<file path="src/hw/mmu_pkg.sv">
// shared constants, types and helpers for the address translation unit
package mmu_pkg;
  // address geometry
  localparam int VA_W = 32; // virtual address width
  localparam int PA_W = 32; // physical address width, full 4 GB
  localparam int OFFSET_W = 12; // 4 KB page offset
  localparam int VPI_W = 20; // virtual page index width
  localparam int PFI_W = 20; // physical frame index width
  localparam int PART_LSB = 29; // partition field is va[31:29]
  localparam int PART_W = 3; // width of the partition field
  localparam int BYPASS_W = 29; // low memory bits kept on bypass
  // tlb defaults
  localparam int TAG_W = 8; // process tag width (8 to 14)
  localparam int TLB_ENTRIES = 16; // number of entries
  // reset pages point into the peripheral partition, which never hits
  localparam logic [VPI_W-1:0] INVALID_VPI_BASE = 20'hE0000;
  // access kinds
  localparam int ACC_W = 2;
  localparam logic [ACC_W-1:0] ACC_FETCH = 2'h0; // instruction fetch
  localparam logic [ACC_W-1:0] ACC_LOAD = 2'h1; // data load
  localparam logic [ACC_W-1:0] ACC_STORE = 2'h2; // data store
  localparam logic [ACC_W-1:0] ACC_FLUSH = 2'h3; // data cache flush
  // exception codes
  localparam int EXC_W = 3;
  localparam logic [EXC_W-1:0] EXC_NONE = 3'h0;
  localparam logic [EXC_W-1:0] EXC_FAST_MISS = 3'h1;
  localparam logic [EXC_W-1:0] EXC_DOUBLE_MISS = 3'h2;
  localparam logic [EXC_W-1:0] EXC_PERM = 3'h3;
  localparam logic [EXC_W-1:0] EXC_SUPV_ONLY = 3'h4;
  // partitions of the virtual space
  typedef enum logic [1:0] {
    PART_USER = 2'b00,
    PART_SUPV = 2'b01,
    PART_KERNEL = 2'b10,
    PART_IO = 2'b11
  } partition_e;

  // top three address bits to partition
  function automatic partition_e decode_partition(
    input logic [PART_W-1:0] top
  );
    case (top)
      3'h7: decode_partition = PART_IO;
      3'h6: decode_partition = PART_KERNEL;
      3'h5, 3'h4: decode_partition = PART_SUPV;
      default: decode_partition = PART_USER;
    endcase
  endfunction : decode_partition
endpackage : mmu_pkg

</file>
<file path="src/hw/mmu_partition_decode.sv">
// partition decode, bypass address and partition default cacheability
`timescale 1ns/1ps
`default_nettype none
module mmu_partition_decode (
  input wire logic [mmu_pkg::VA_W-1:0] vaddr,
  output mmu_pkg::partition_e part,
  output logic bypass,
  output logic supv_only,
  output logic default_cached,
  output logic [mmu_pkg::PA_W-1:0] bypass_paddr
);
  // partition from the top three bits only
  assign part = mmu_pkg::decode_partition(
    vaddr[mmu_pkg::VA_W-1:mmu_pkg::PART_LSB]);
  // peripheral and kernel partitions skip the tlb
  assign bypass = (part == mmu_pkg::PART_IO) ||
                  (part == mmu_pkg::PART_KERNEL);
  // everything but the user partition is supervisor only
  assign supv_only = (part != mmu_pkg::PART_USER);
  // only the kernel partition defaults to cached; bit 31 plays no part
  assign default_cached = (part == mmu_pkg::PART_KERNEL);
  // bypass clears the top three bits, reaching low memory only
  assign bypass_paddr = {{(mmu_pkg::PA_W-mmu_pkg::BYPASS_W){1'b0}},
                         vaddr[mmu_pkg::BYPASS_W-1:0]};
endmodule : mmu_partition_decode
`default_nettype wire

</file>
<file path="src/hw/mmu_tlb.sv">
// software-managed tlb store with a single-cycle lookup
`timescale 1ns/1ps
`default_nettype none
module mmu_tlb #(
  parameter int ENTRIES = mmu_pkg::TLB_ENTRIES,
  parameter int TAG_W = mmu_pkg::TAG_W
) (
  input wire logic clk,
  input wire logic srst,
  input wire logic wr_en,
  input wire logic [$clog2(ENTRIES)-1:0] wr_index,
  input wire logic [mmu_pkg::VPI_W-1:0] wr_vpi,
  input wire logic [TAG_W-1:0] wr_tag,
  input wire logic wr_global,
  input wire logic [mmu_pkg::PFI_W-1:0] wr_pfi,
  input wire logic wr_cached,
  input wire logic wr_read,
  input wire logic wr_write,
  input wire logic wr_exec,
  input wire logic [mmu_pkg::VPI_W-1:0] lk_vpi,
  input wire logic [TAG_W-1:0] lk_tag,
  output logic hit,
  output logic [mmu_pkg::PFI_W-1:0] hit_pfi,
  output logic hit_cached,
  output logic hit_read,
  output logic hit_write,
  output logic hit_exec
);
  logic [mmu_pkg::VPI_W-1:0] vpi_q [ENTRIES]; // page index per entry
  logic [TAG_W-1:0] tag_q [ENTRIES]; // owning process tag
  logic [ENTRIES-1:0] global_q; // tag ignored when set
  logic [mmu_pkg::PFI_W-1:0] pfi_q [ENTRIES]; // frame index
  logic [ENTRIES-1:0] cached_q, read_q, write_q, exec_q; // page flags

  // entries change only on a software write, never by a table walk
  always_ff @(posedge clk) begin
    if (srst) begin
      for (int i = 0; i < ENTRIES; i++) begin
        // distinct peripheral pages stand in for a missing valid bit
        vpi_q[i] <= mmu_pkg::INVALID_VPI_BASE | mmu_pkg::VPI_W'(i);
        tag_q[i] <= '0;
        pfi_q[i] <= '0;
      end
      global_q <= '0;
      cached_q <= '0;
      read_q <= '0;
      write_q <= '0;
      exec_q <= '0;
    end else if (wr_en) begin
      vpi_q[wr_index] <= wr_vpi;
      tag_q[wr_index] <= wr_tag;
      pfi_q[wr_index] <= wr_pfi;
      global_q[wr_index] <= wr_global;
      cached_q[wr_index] <= wr_cached;
      read_q[wr_index] <= wr_read;
      write_q[wr_index] <= wr_write;
      exec_q[wr_index] <= wr_exec;
    end
  end

  // key is page index plus process tag; lowest matching index wins
  // since duplicate mappings are software's fault and undefined anyway
  always_comb begin
    hit = 1'b0;
    hit_pfi = '0;
    hit_cached = 1'b0;
    hit_read = 1'b0;
    hit_write = 1'b0;
    hit_exec = 1'b0;
    for (int i = ENTRIES - 1; i >= 0; i--) begin
      if (vpi_q[i] == lk_vpi &&
          (global_q[i] || tag_q[i] == lk_tag)) begin
        hit = 1'b1;
        hit_pfi = pfi_q[i];
        hit_cached = cached_q[i];
        hit_read = read_q[i];
        hit_write = write_q[i];
        hit_exec = exec_q[i];
      end
    end
  end
endmodule : mmu_tlb
`default_nettype wire

</file>
<file path="src/hw/mmu_address_translation.sv">
// address translation and protection front end of the mmu
//
// How it works
// translate in 4 KB pages only
// split address into page index, offset
// lookup by page index and process tag
// physical address is frame plus offset
// tlb changes only by software writes
// each entry carries read write execute bits
// miss or denial raises precise exception
// mapped pages take cacheability from entry
// peripheral partition bypasses, supervisor, uncached
// kernel partition bypasses, supervisor, cached
// supervisor partition translates, supervisor only
// user partition translates, tlb decides rest
// user mode denied outside user partition
// bypass clears top three address bits
// high memory reachable only through tlb
// uncached data goes straight to interconnect
// bit 31 never selects cacheability
// peripheral loads stores always uncached
// vectors must lie in low memory
// full 4 GB virtual and physical
// miss with handler active is double miss
// load needs read, store write, fetch exec
// decode partition alongside lookup, same cycle
`timescale 1ns/1ps
`default_nettype none
module mmu_address_translation #(
  parameter int TLB_ENTRIES = mmu_pkg::TLB_ENTRIES,
  parameter int TAG_W = mmu_pkg::TAG_W
) (
  input wire logic clk,
  input wire logic srst,
  // request from the pipeline
  input wire logic req_valid,
  input wire logic [mmu_pkg::VA_W-1:0] req_vaddr,
  input wire logic [mmu_pkg::ACC_W-1:0] req_access,
  input wire logic req_io_op,
  // processor state
  input wire logic user_mode,
  input wire logic [TAG_W-1:0] process_tag,
  input wire logic exception_handler_active,
  // software tlb write port
  input wire logic tlb_wr_en,
  input wire logic [$clog2(TLB_ENTRIES)-1:0] tlb_wr_index,
  input wire logic [mmu_pkg::VPI_W-1:0] tlb_wr_vpi,
  input wire logic [TAG_W-1:0] tlb_wr_tag,
  input wire logic tlb_wr_global,
  input wire logic [mmu_pkg::PFI_W-1:0] tlb_wr_pfi,
  input wire logic tlb_wr_cached,
  input wire logic tlb_wr_read,
  input wire logic tlb_wr_write,
  input wire logic tlb_wr_exec,
  // answer towards the interconnect
  output logic rsp_valid,
  output logic [mmu_pkg::PA_W-1:0] rsp_paddr,
  output logic [mmu_pkg::EXC_W-1:0] rsp_exc,
  output logic rsp_cached,
  output logic rsp_direct,
  output logic [mmu_pkg::VPI_W-1:0] rsp_fault_vpi
);
  // request fields
  logic [mmu_pkg::VPI_W-1:0] vpi; // page index
  logic [mmu_pkg::OFFSET_W-1:0] offset; // untranslated offset
  // partition decode outputs
  mmu_pkg::partition_e part;
  logic bypass, supv_only, default_cached;
  logic [mmu_pkg::PA_W-1:0] bypass_paddr;
  // tlb lookup outputs
  logic tlb_hit, hit_cached, hit_read, hit_write, hit_exec;
  logic [mmu_pkg::PFI_W-1:0] hit_pfi;
  // combinational decisions
  logic denied; // supervisor-only partition reached from user
  logic perm_ok; // entry grants this kind of access
  logic is_data; // load, store or flush
  // next values of the answer
  logic [mmu_pkg::PA_W-1:0] paddr_d;
  logic [mmu_pkg::EXC_W-1:0] exc_d;
  logic cached_d, direct_d;
  // answer registers
  logic rsp_valid_q, rsp_cached_q, rsp_direct_q;
  logic [mmu_pkg::PA_W-1:0] rsp_paddr_q;
  logic [mmu_pkg::EXC_W-1:0] rsp_exc_q;
  logic [mmu_pkg::VPI_W-1:0] rsp_fault_vpi_q;

  // page granular split, offset bits pass untouched
  assign vpi = req_vaddr[mmu_pkg::VA_W-1:mmu_pkg::OFFSET_W];
  assign offset = req_vaddr[mmu_pkg::OFFSET_W-1:0];
  assign is_data = (req_access != mmu_pkg::ACC_FETCH);

  // partition decode runs beside the lookup in the same cycle
  mmu_partition_decode u_decode (
    .vaddr(req_vaddr),
    .part(part),
    .bypass(bypass),
    .supv_only(supv_only),
    .default_cached(default_cached),
    .bypass_paddr(bypass_paddr)
  );

  // tlb storage; looked up on every cycle, used only when translating
  mmu_tlb #(
    .ENTRIES(TLB_ENTRIES),
    .TAG_W(TAG_W)
  ) u_tlb (
    .clk(clk),
    .srst(srst),
    .wr_en(tlb_wr_en),
    .wr_index(tlb_wr_index),
    .wr_vpi(tlb_wr_vpi),
    .wr_tag(tlb_wr_tag),
    .wr_global(tlb_wr_global),
    .wr_pfi(tlb_wr_pfi),
    .wr_cached(tlb_wr_cached),
    .wr_read(tlb_wr_read),
    .wr_write(tlb_wr_write),
    .wr_exec(tlb_wr_exec),
    .lk_vpi(vpi),
    .lk_tag(process_tag),
    .hit(tlb_hit),
    .hit_pfi(hit_pfi),
    .hit_cached(hit_cached),
    .hit_read(hit_read),
    .hit_write(hit_write),
    .hit_exec(hit_exec)
  );

  // user mode may only touch the user partition
  assign denied = user_mode && supv_only;

  // permission per access kind; a flush needs no page permission
  always_comb begin
    case (req_access)
      mmu_pkg::ACC_FETCH: perm_ok = hit_exec;
      mmu_pkg::ACC_LOAD: perm_ok = hit_read;
      mmu_pkg::ACC_STORE: perm_ok = hit_write;
      default: perm_ok = 1'b1; // flush
    endcase
  end

  // exception priority: mode denial, then miss, then permission
  always_comb begin
    if (denied) begin
      exc_d = mmu_pkg::EXC_SUPV_ONLY;
    end else if (!bypass && !tlb_hit) begin
      // nested miss inside the handler gets its own code
      exc_d = exception_handler_active ? mmu_pkg::EXC_DOUBLE_MISS
                                       : mmu_pkg::EXC_FAST_MISS;
    end else if (!bypass && !perm_ok) begin
      exc_d = mmu_pkg::EXC_PERM;
    end else begin
      exc_d = mmu_pkg::EXC_NONE;
    end
  end

  // address: frame and offset when mapped, cleared top bits on bypass;
  // high frames only come out of the tlb path
  assign paddr_d = bypass ? bypass_paddr
                          : {hit_pfi, offset};

  // cacheability from partition or entry, peripheral ops override
  assign cached_d = (bypass ? default_cached : hit_cached) &&
                    !req_io_op;
  // uncached data skips the data cache
  assign direct_d = is_data && !cached_d &&
                    (exc_d == mmu_pkg::EXC_NONE);

  // answer valid one cycle after each request
  always_ff @(posedge clk) begin
    if (srst) begin
      rsp_valid_q <= 1'b0;
    end else begin
      rsp_valid_q <= req_valid;
    end
  end

  // address and attributes; held between requests
  always_ff @(posedge clk) begin
    if (srst) begin
      rsp_paddr_q <= '0;
      rsp_cached_q <= 1'b0;
      rsp_direct_q <= 1'b0;
    end else if (req_valid) begin
      // a faulting access carries no usable address
      rsp_paddr_q <= (exc_d == mmu_pkg::EXC_NONE) ? paddr_d : '0;
      rsp_cached_q <= cached_d && (exc_d == mmu_pkg::EXC_NONE);
      rsp_direct_q <= direct_d;
    end
  end

  // exception code and faulting page, kept for the refill handler
  always_ff @(posedge clk) begin
    if (srst) begin
      rsp_exc_q <= mmu_pkg::EXC_NONE;
      rsp_fault_vpi_q <= '0;
    end else if (req_valid) begin
      rsp_exc_q <= exc_d;
      if (exc_d != mmu_pkg::EXC_NONE) begin
        rsp_fault_vpi_q <= vpi;
      end
    end
  end

  assign rsp_valid = rsp_valid_q;
  assign rsp_paddr = rsp_paddr_q;
  assign rsp_exc = rsp_exc_q;
  assign rsp_cached = rsp_cached_q;
  assign rsp_direct = rsp_direct_q;
  assign rsp_fault_vpi = rsp_fault_vpi_q;
endmodule : mmu_address_translation
`default_nettype wire

</file>
<file path="config.mk">
export PLATFORM = sky130hd
export DESIGN_NAME = mmu_address_translation
export DESIGN_NICKNAME = d
export VERILOG_FILES = /design/src/hw/mmu_pkg.sv /design/src/hw/mmu_partition_decode.sv /design/src/hw/mmu_tlb.sv /design/src/hw/mmu_address_translation.sv
export SDC_FILE = /design/constraint.sdc
export NUM_CORES = 2
export LEC_CHECK = 0
export BUFFER_PORTS_ARGS = -buffer_cell sky130_fd_sc_hd__buf_2
export CORE_MARGIN = 2
export CORE_UTILIZATION = 40
export DETAILED_ROUTE_END_ITERATION = 16
export GPL_TIMING_DRIVEN = 0
export PLACE_DENSITY_LB_ADDON = 0.1
export SYNTH_ARGS = -nofsm -noshare
export SYNTH_HDL_FRONTEND = slang
export SYNTH_SLANG_ARGS = --single-unit
export TNS_END_PERCENT = 1
</file>
<file path="constraint.sdc">
create_clock -name clk -period 6.4 [get_ports clk]
set_input_delay 1.28 -clock clk [delete_from_list [all_inputs] [get_ports clk]]
set_output_delay 1.28 -clock clk [all_outputs]
set_load 0.02 [all_outputs]
</file>
==> run metrics <==
status complete, no violations; Critical Path Max Stage Delay 870 ps; nets 3,605; Peak supply drop 0.197 mV; Root Buffer clkbuf_16; Yosys top cell area share 0.558; Pins Over Slew Limit 0; Placed Area 0.0440 mm2; final cell count without fillers 4,967; vias in the first global route 27,900; clock buffer depth 3; Setup Skew 13.9 ps; dominant cell type by area after synthesis edfxtp_1; routability cong. 0.913; DRC violations left 0; Crit path required time 6980 ps; final setup fails 0; via count 28,600; Detailed Route WL 152,000 um; Worst Path Max Fanout 10; CTS sink count 906; Crit path arrival time 6600 ps; syn nets 3,359; Port Buffers 127; cts hold-fix bufs 0; leakage 0.0168 uW; FF/Latch Area 0.0258 mm2; first-pass GRT wire length 212,000 um; worst path cell trace buf_2 > xor2_1 > nor4_1 > nand3_1 > nor3_1 > or2_2 > buf_1 > nand2b_1 > clkbuf_1 > clkbuf_1 > nor3_1 > o21ai_0 > o311ai_0 > a32o_1; ys flop type edfxtp_1; GR Overflow Total 0; GRT Overall Usage 0.282; Syn Inst Count 3,253; max_cap viols 0; initial DRC count 3,518; largest net degree at the start of global routing 40; total chip power 13,600 uW; average size of a mapped cell 12.7 um2; Hold Path Class reg -> reg; HPWL Detailed 107,000 um; Horiz. Die Dim 326 um; period utilization 0.941; cts bufs inserted 100; placed cell count 4,764; synth warn 0; critical path's slowest cell nor3_1; Critical Path Start Type primary input; RSZ-0062 raised after global routing false; minimum clock period 6020 ps; multi-input logic area 0.0142 mm2; Final Hold Viols 0; FF+latch count, synth 906; Crit Path Class in -> reg; largest cells by area after synthesis edfxtp_1 56%, and2_1 10%, xor2_1 7.3%; Fmax 166 MHz; Initial Utilization 0.405; die height 326 um; CTS tree yes; Synth cell types 60; WHS 472 ps; Pwr Density 288 mW/mm2; sequential cell area fraction in the yosys report 0.625; CP endpoint kind flop; EDFF count, synth 768; share of cells above drive strength 1 0.112; Least-Margin Pin Slew 1470 ps; mapped cell area 0.0413 mm2; die area 0.106 mm2; I/O Pins 164; worst-skew pair later-pin latency 690 ps; fillers 9,453; Via-to-Cell Ratio 5.75; FFs w/ async S/R, synth 0; Core Region 0.102 mm2; slew margin rel. 0.0195; Setup WS post-layout 378 ps; initial antenna violation count 26; Place WS -426 ps; WL/cell 30.6 um; H-tree Lvls 3; clk slew on worst S/H paths 60 ps; final instance area 0.0474 mm2; Initial DRT Pass Iterations 6; DRT antenna net count 0; Rows 117; Area Overhead vs Synth 14.6%
[state kept, by name (all words and copies together) (netlist names)]
signal,count
u_tlb.pfi_q,320
u_tlb.vpi_q,320
u_tlb.tag_q,128
rsp_paddr,32
rsp_fault_vpi,20
u_tlb.cached_q,16
u_tlb.exec_q,16
u_tlb.global_q,16
u_tlb.read_q,16
u_tlb.write_q,16
rsp_exc,3
rsp_cached,1
rsp_direct,1
rsp_valid,1
[repair_timing]
item / in CTS / in global routing
gates resized for setup: 0 / 1
setup buffers: 0 / 0
endpoints found under the setup margin: 0 / 3
[cell type report]
type,count,area share
antenna,12,0.000634
buffer,284,0.0269
clock buffer,142,0.0611
clock inverter,48,0.00832
inverter,30,0.00238
multi-input combinational,2033,0.299
sequential,906,0.545
tap,1368,0.0361
timing repair buffer,144,0.0203
[path summary, 6_finish.rpt]
path                          start           endpoint  slack, ps  depth (start not counted)
setup / recovery      req_vaddr[19]      rsp_paddr[21]        380                         14
hold / removal        rsp_paddr[20]      rsp_paddr[20]        470                          1
setup reg to reg  u_tlb.tag_q[1][1]  rsp_fault_vpi[15]        940                         13
hold reg to reg       rsp_paddr[20]      rsp_paddr[20]        470                          1
[placed cells by master, fill, tap and decap left out, types with 47 or more instances in the layout]
cell / count
and2_1: 692
xnor2_1: 102
a22o_1: 108
buf_2: 158
clkbuf_1: 234
edfxtp_1: 768
dfxtp_1: 138
a21oi_1: 52
nor3_1: 47
or3_1: 70
nor2_1: 84
nor4_1: 89
xor2_1: 346
a221oi_1: 77
clkbuf_16: 104
[power breakdown]
part,internal (uW),leakage (uW),switching (uW)
Combinational,278,0.00669,679
Clock,3350,0.00163,2480
Sequential,6710,0.00851,124
Total,10300,0.0168,3290
[synthesized netlist by cell type, types with 25 or more instances]
master,n
o22ai_1,41
xnor2_1,102
o21ai_0,46
a21oi_1,52
or3_1,70
clkbuf_1,212
and2_1,692
nor2_1,85
nor4_1,90
nand2b_1,25
inv_1,30
a221oi_1,77
edfxtp_1,768
nor3_1,51
nand2_1,45
buf_2,31
nand4_1,25
a22o_1,108
dfxtp_1,138
xor2_1,346
[layer usage]
metal,vias to the layer above,global-route usage,wire [um]
met3,224,0.0567,14100
met4,18,0.0840,4330
met2,1365,0.439,68500
met5,-,0,120
met1,14700,0.399,65100
li1,12200,-,-
[critical path, delay by kind of cell]
| kind | cells | cell delay (ps) |
|---|---|---|
| XOR/XNOR | 1 | 140 |
| buffers and inverters | 4 | 1700 |
| AND/OR/NAND/NOR | 6 | 2060 |
| AO/OA/AOI/OAI | 3 | 1400 |
[through the flow]
step                utilization  setup TNS [ps]
CTS                       0.463               0
finish                    0.464               0
global route              0.463               0
detailed placement        0.431           -3710
floorplan                     -               0
global placement          0.428          -22430
[cell families (layout without fill, tap and decap cells)]
kind of cell / after synthesis / count (layout) / synth area share
simple gates: 1137 / 1137 / 0.164
other cells: 0 / 12 / 0
buf+inv: 314 / 648 / 0.0335
compound gates: 447 / 447 / 0.0829
mux: 1 / 1 / 0.000272
xor+xnor: 448 / 448 / 0.0949
flops: 906 / 906 / 0.625
No activity file was read; power rests on OpenSTA's default activity.
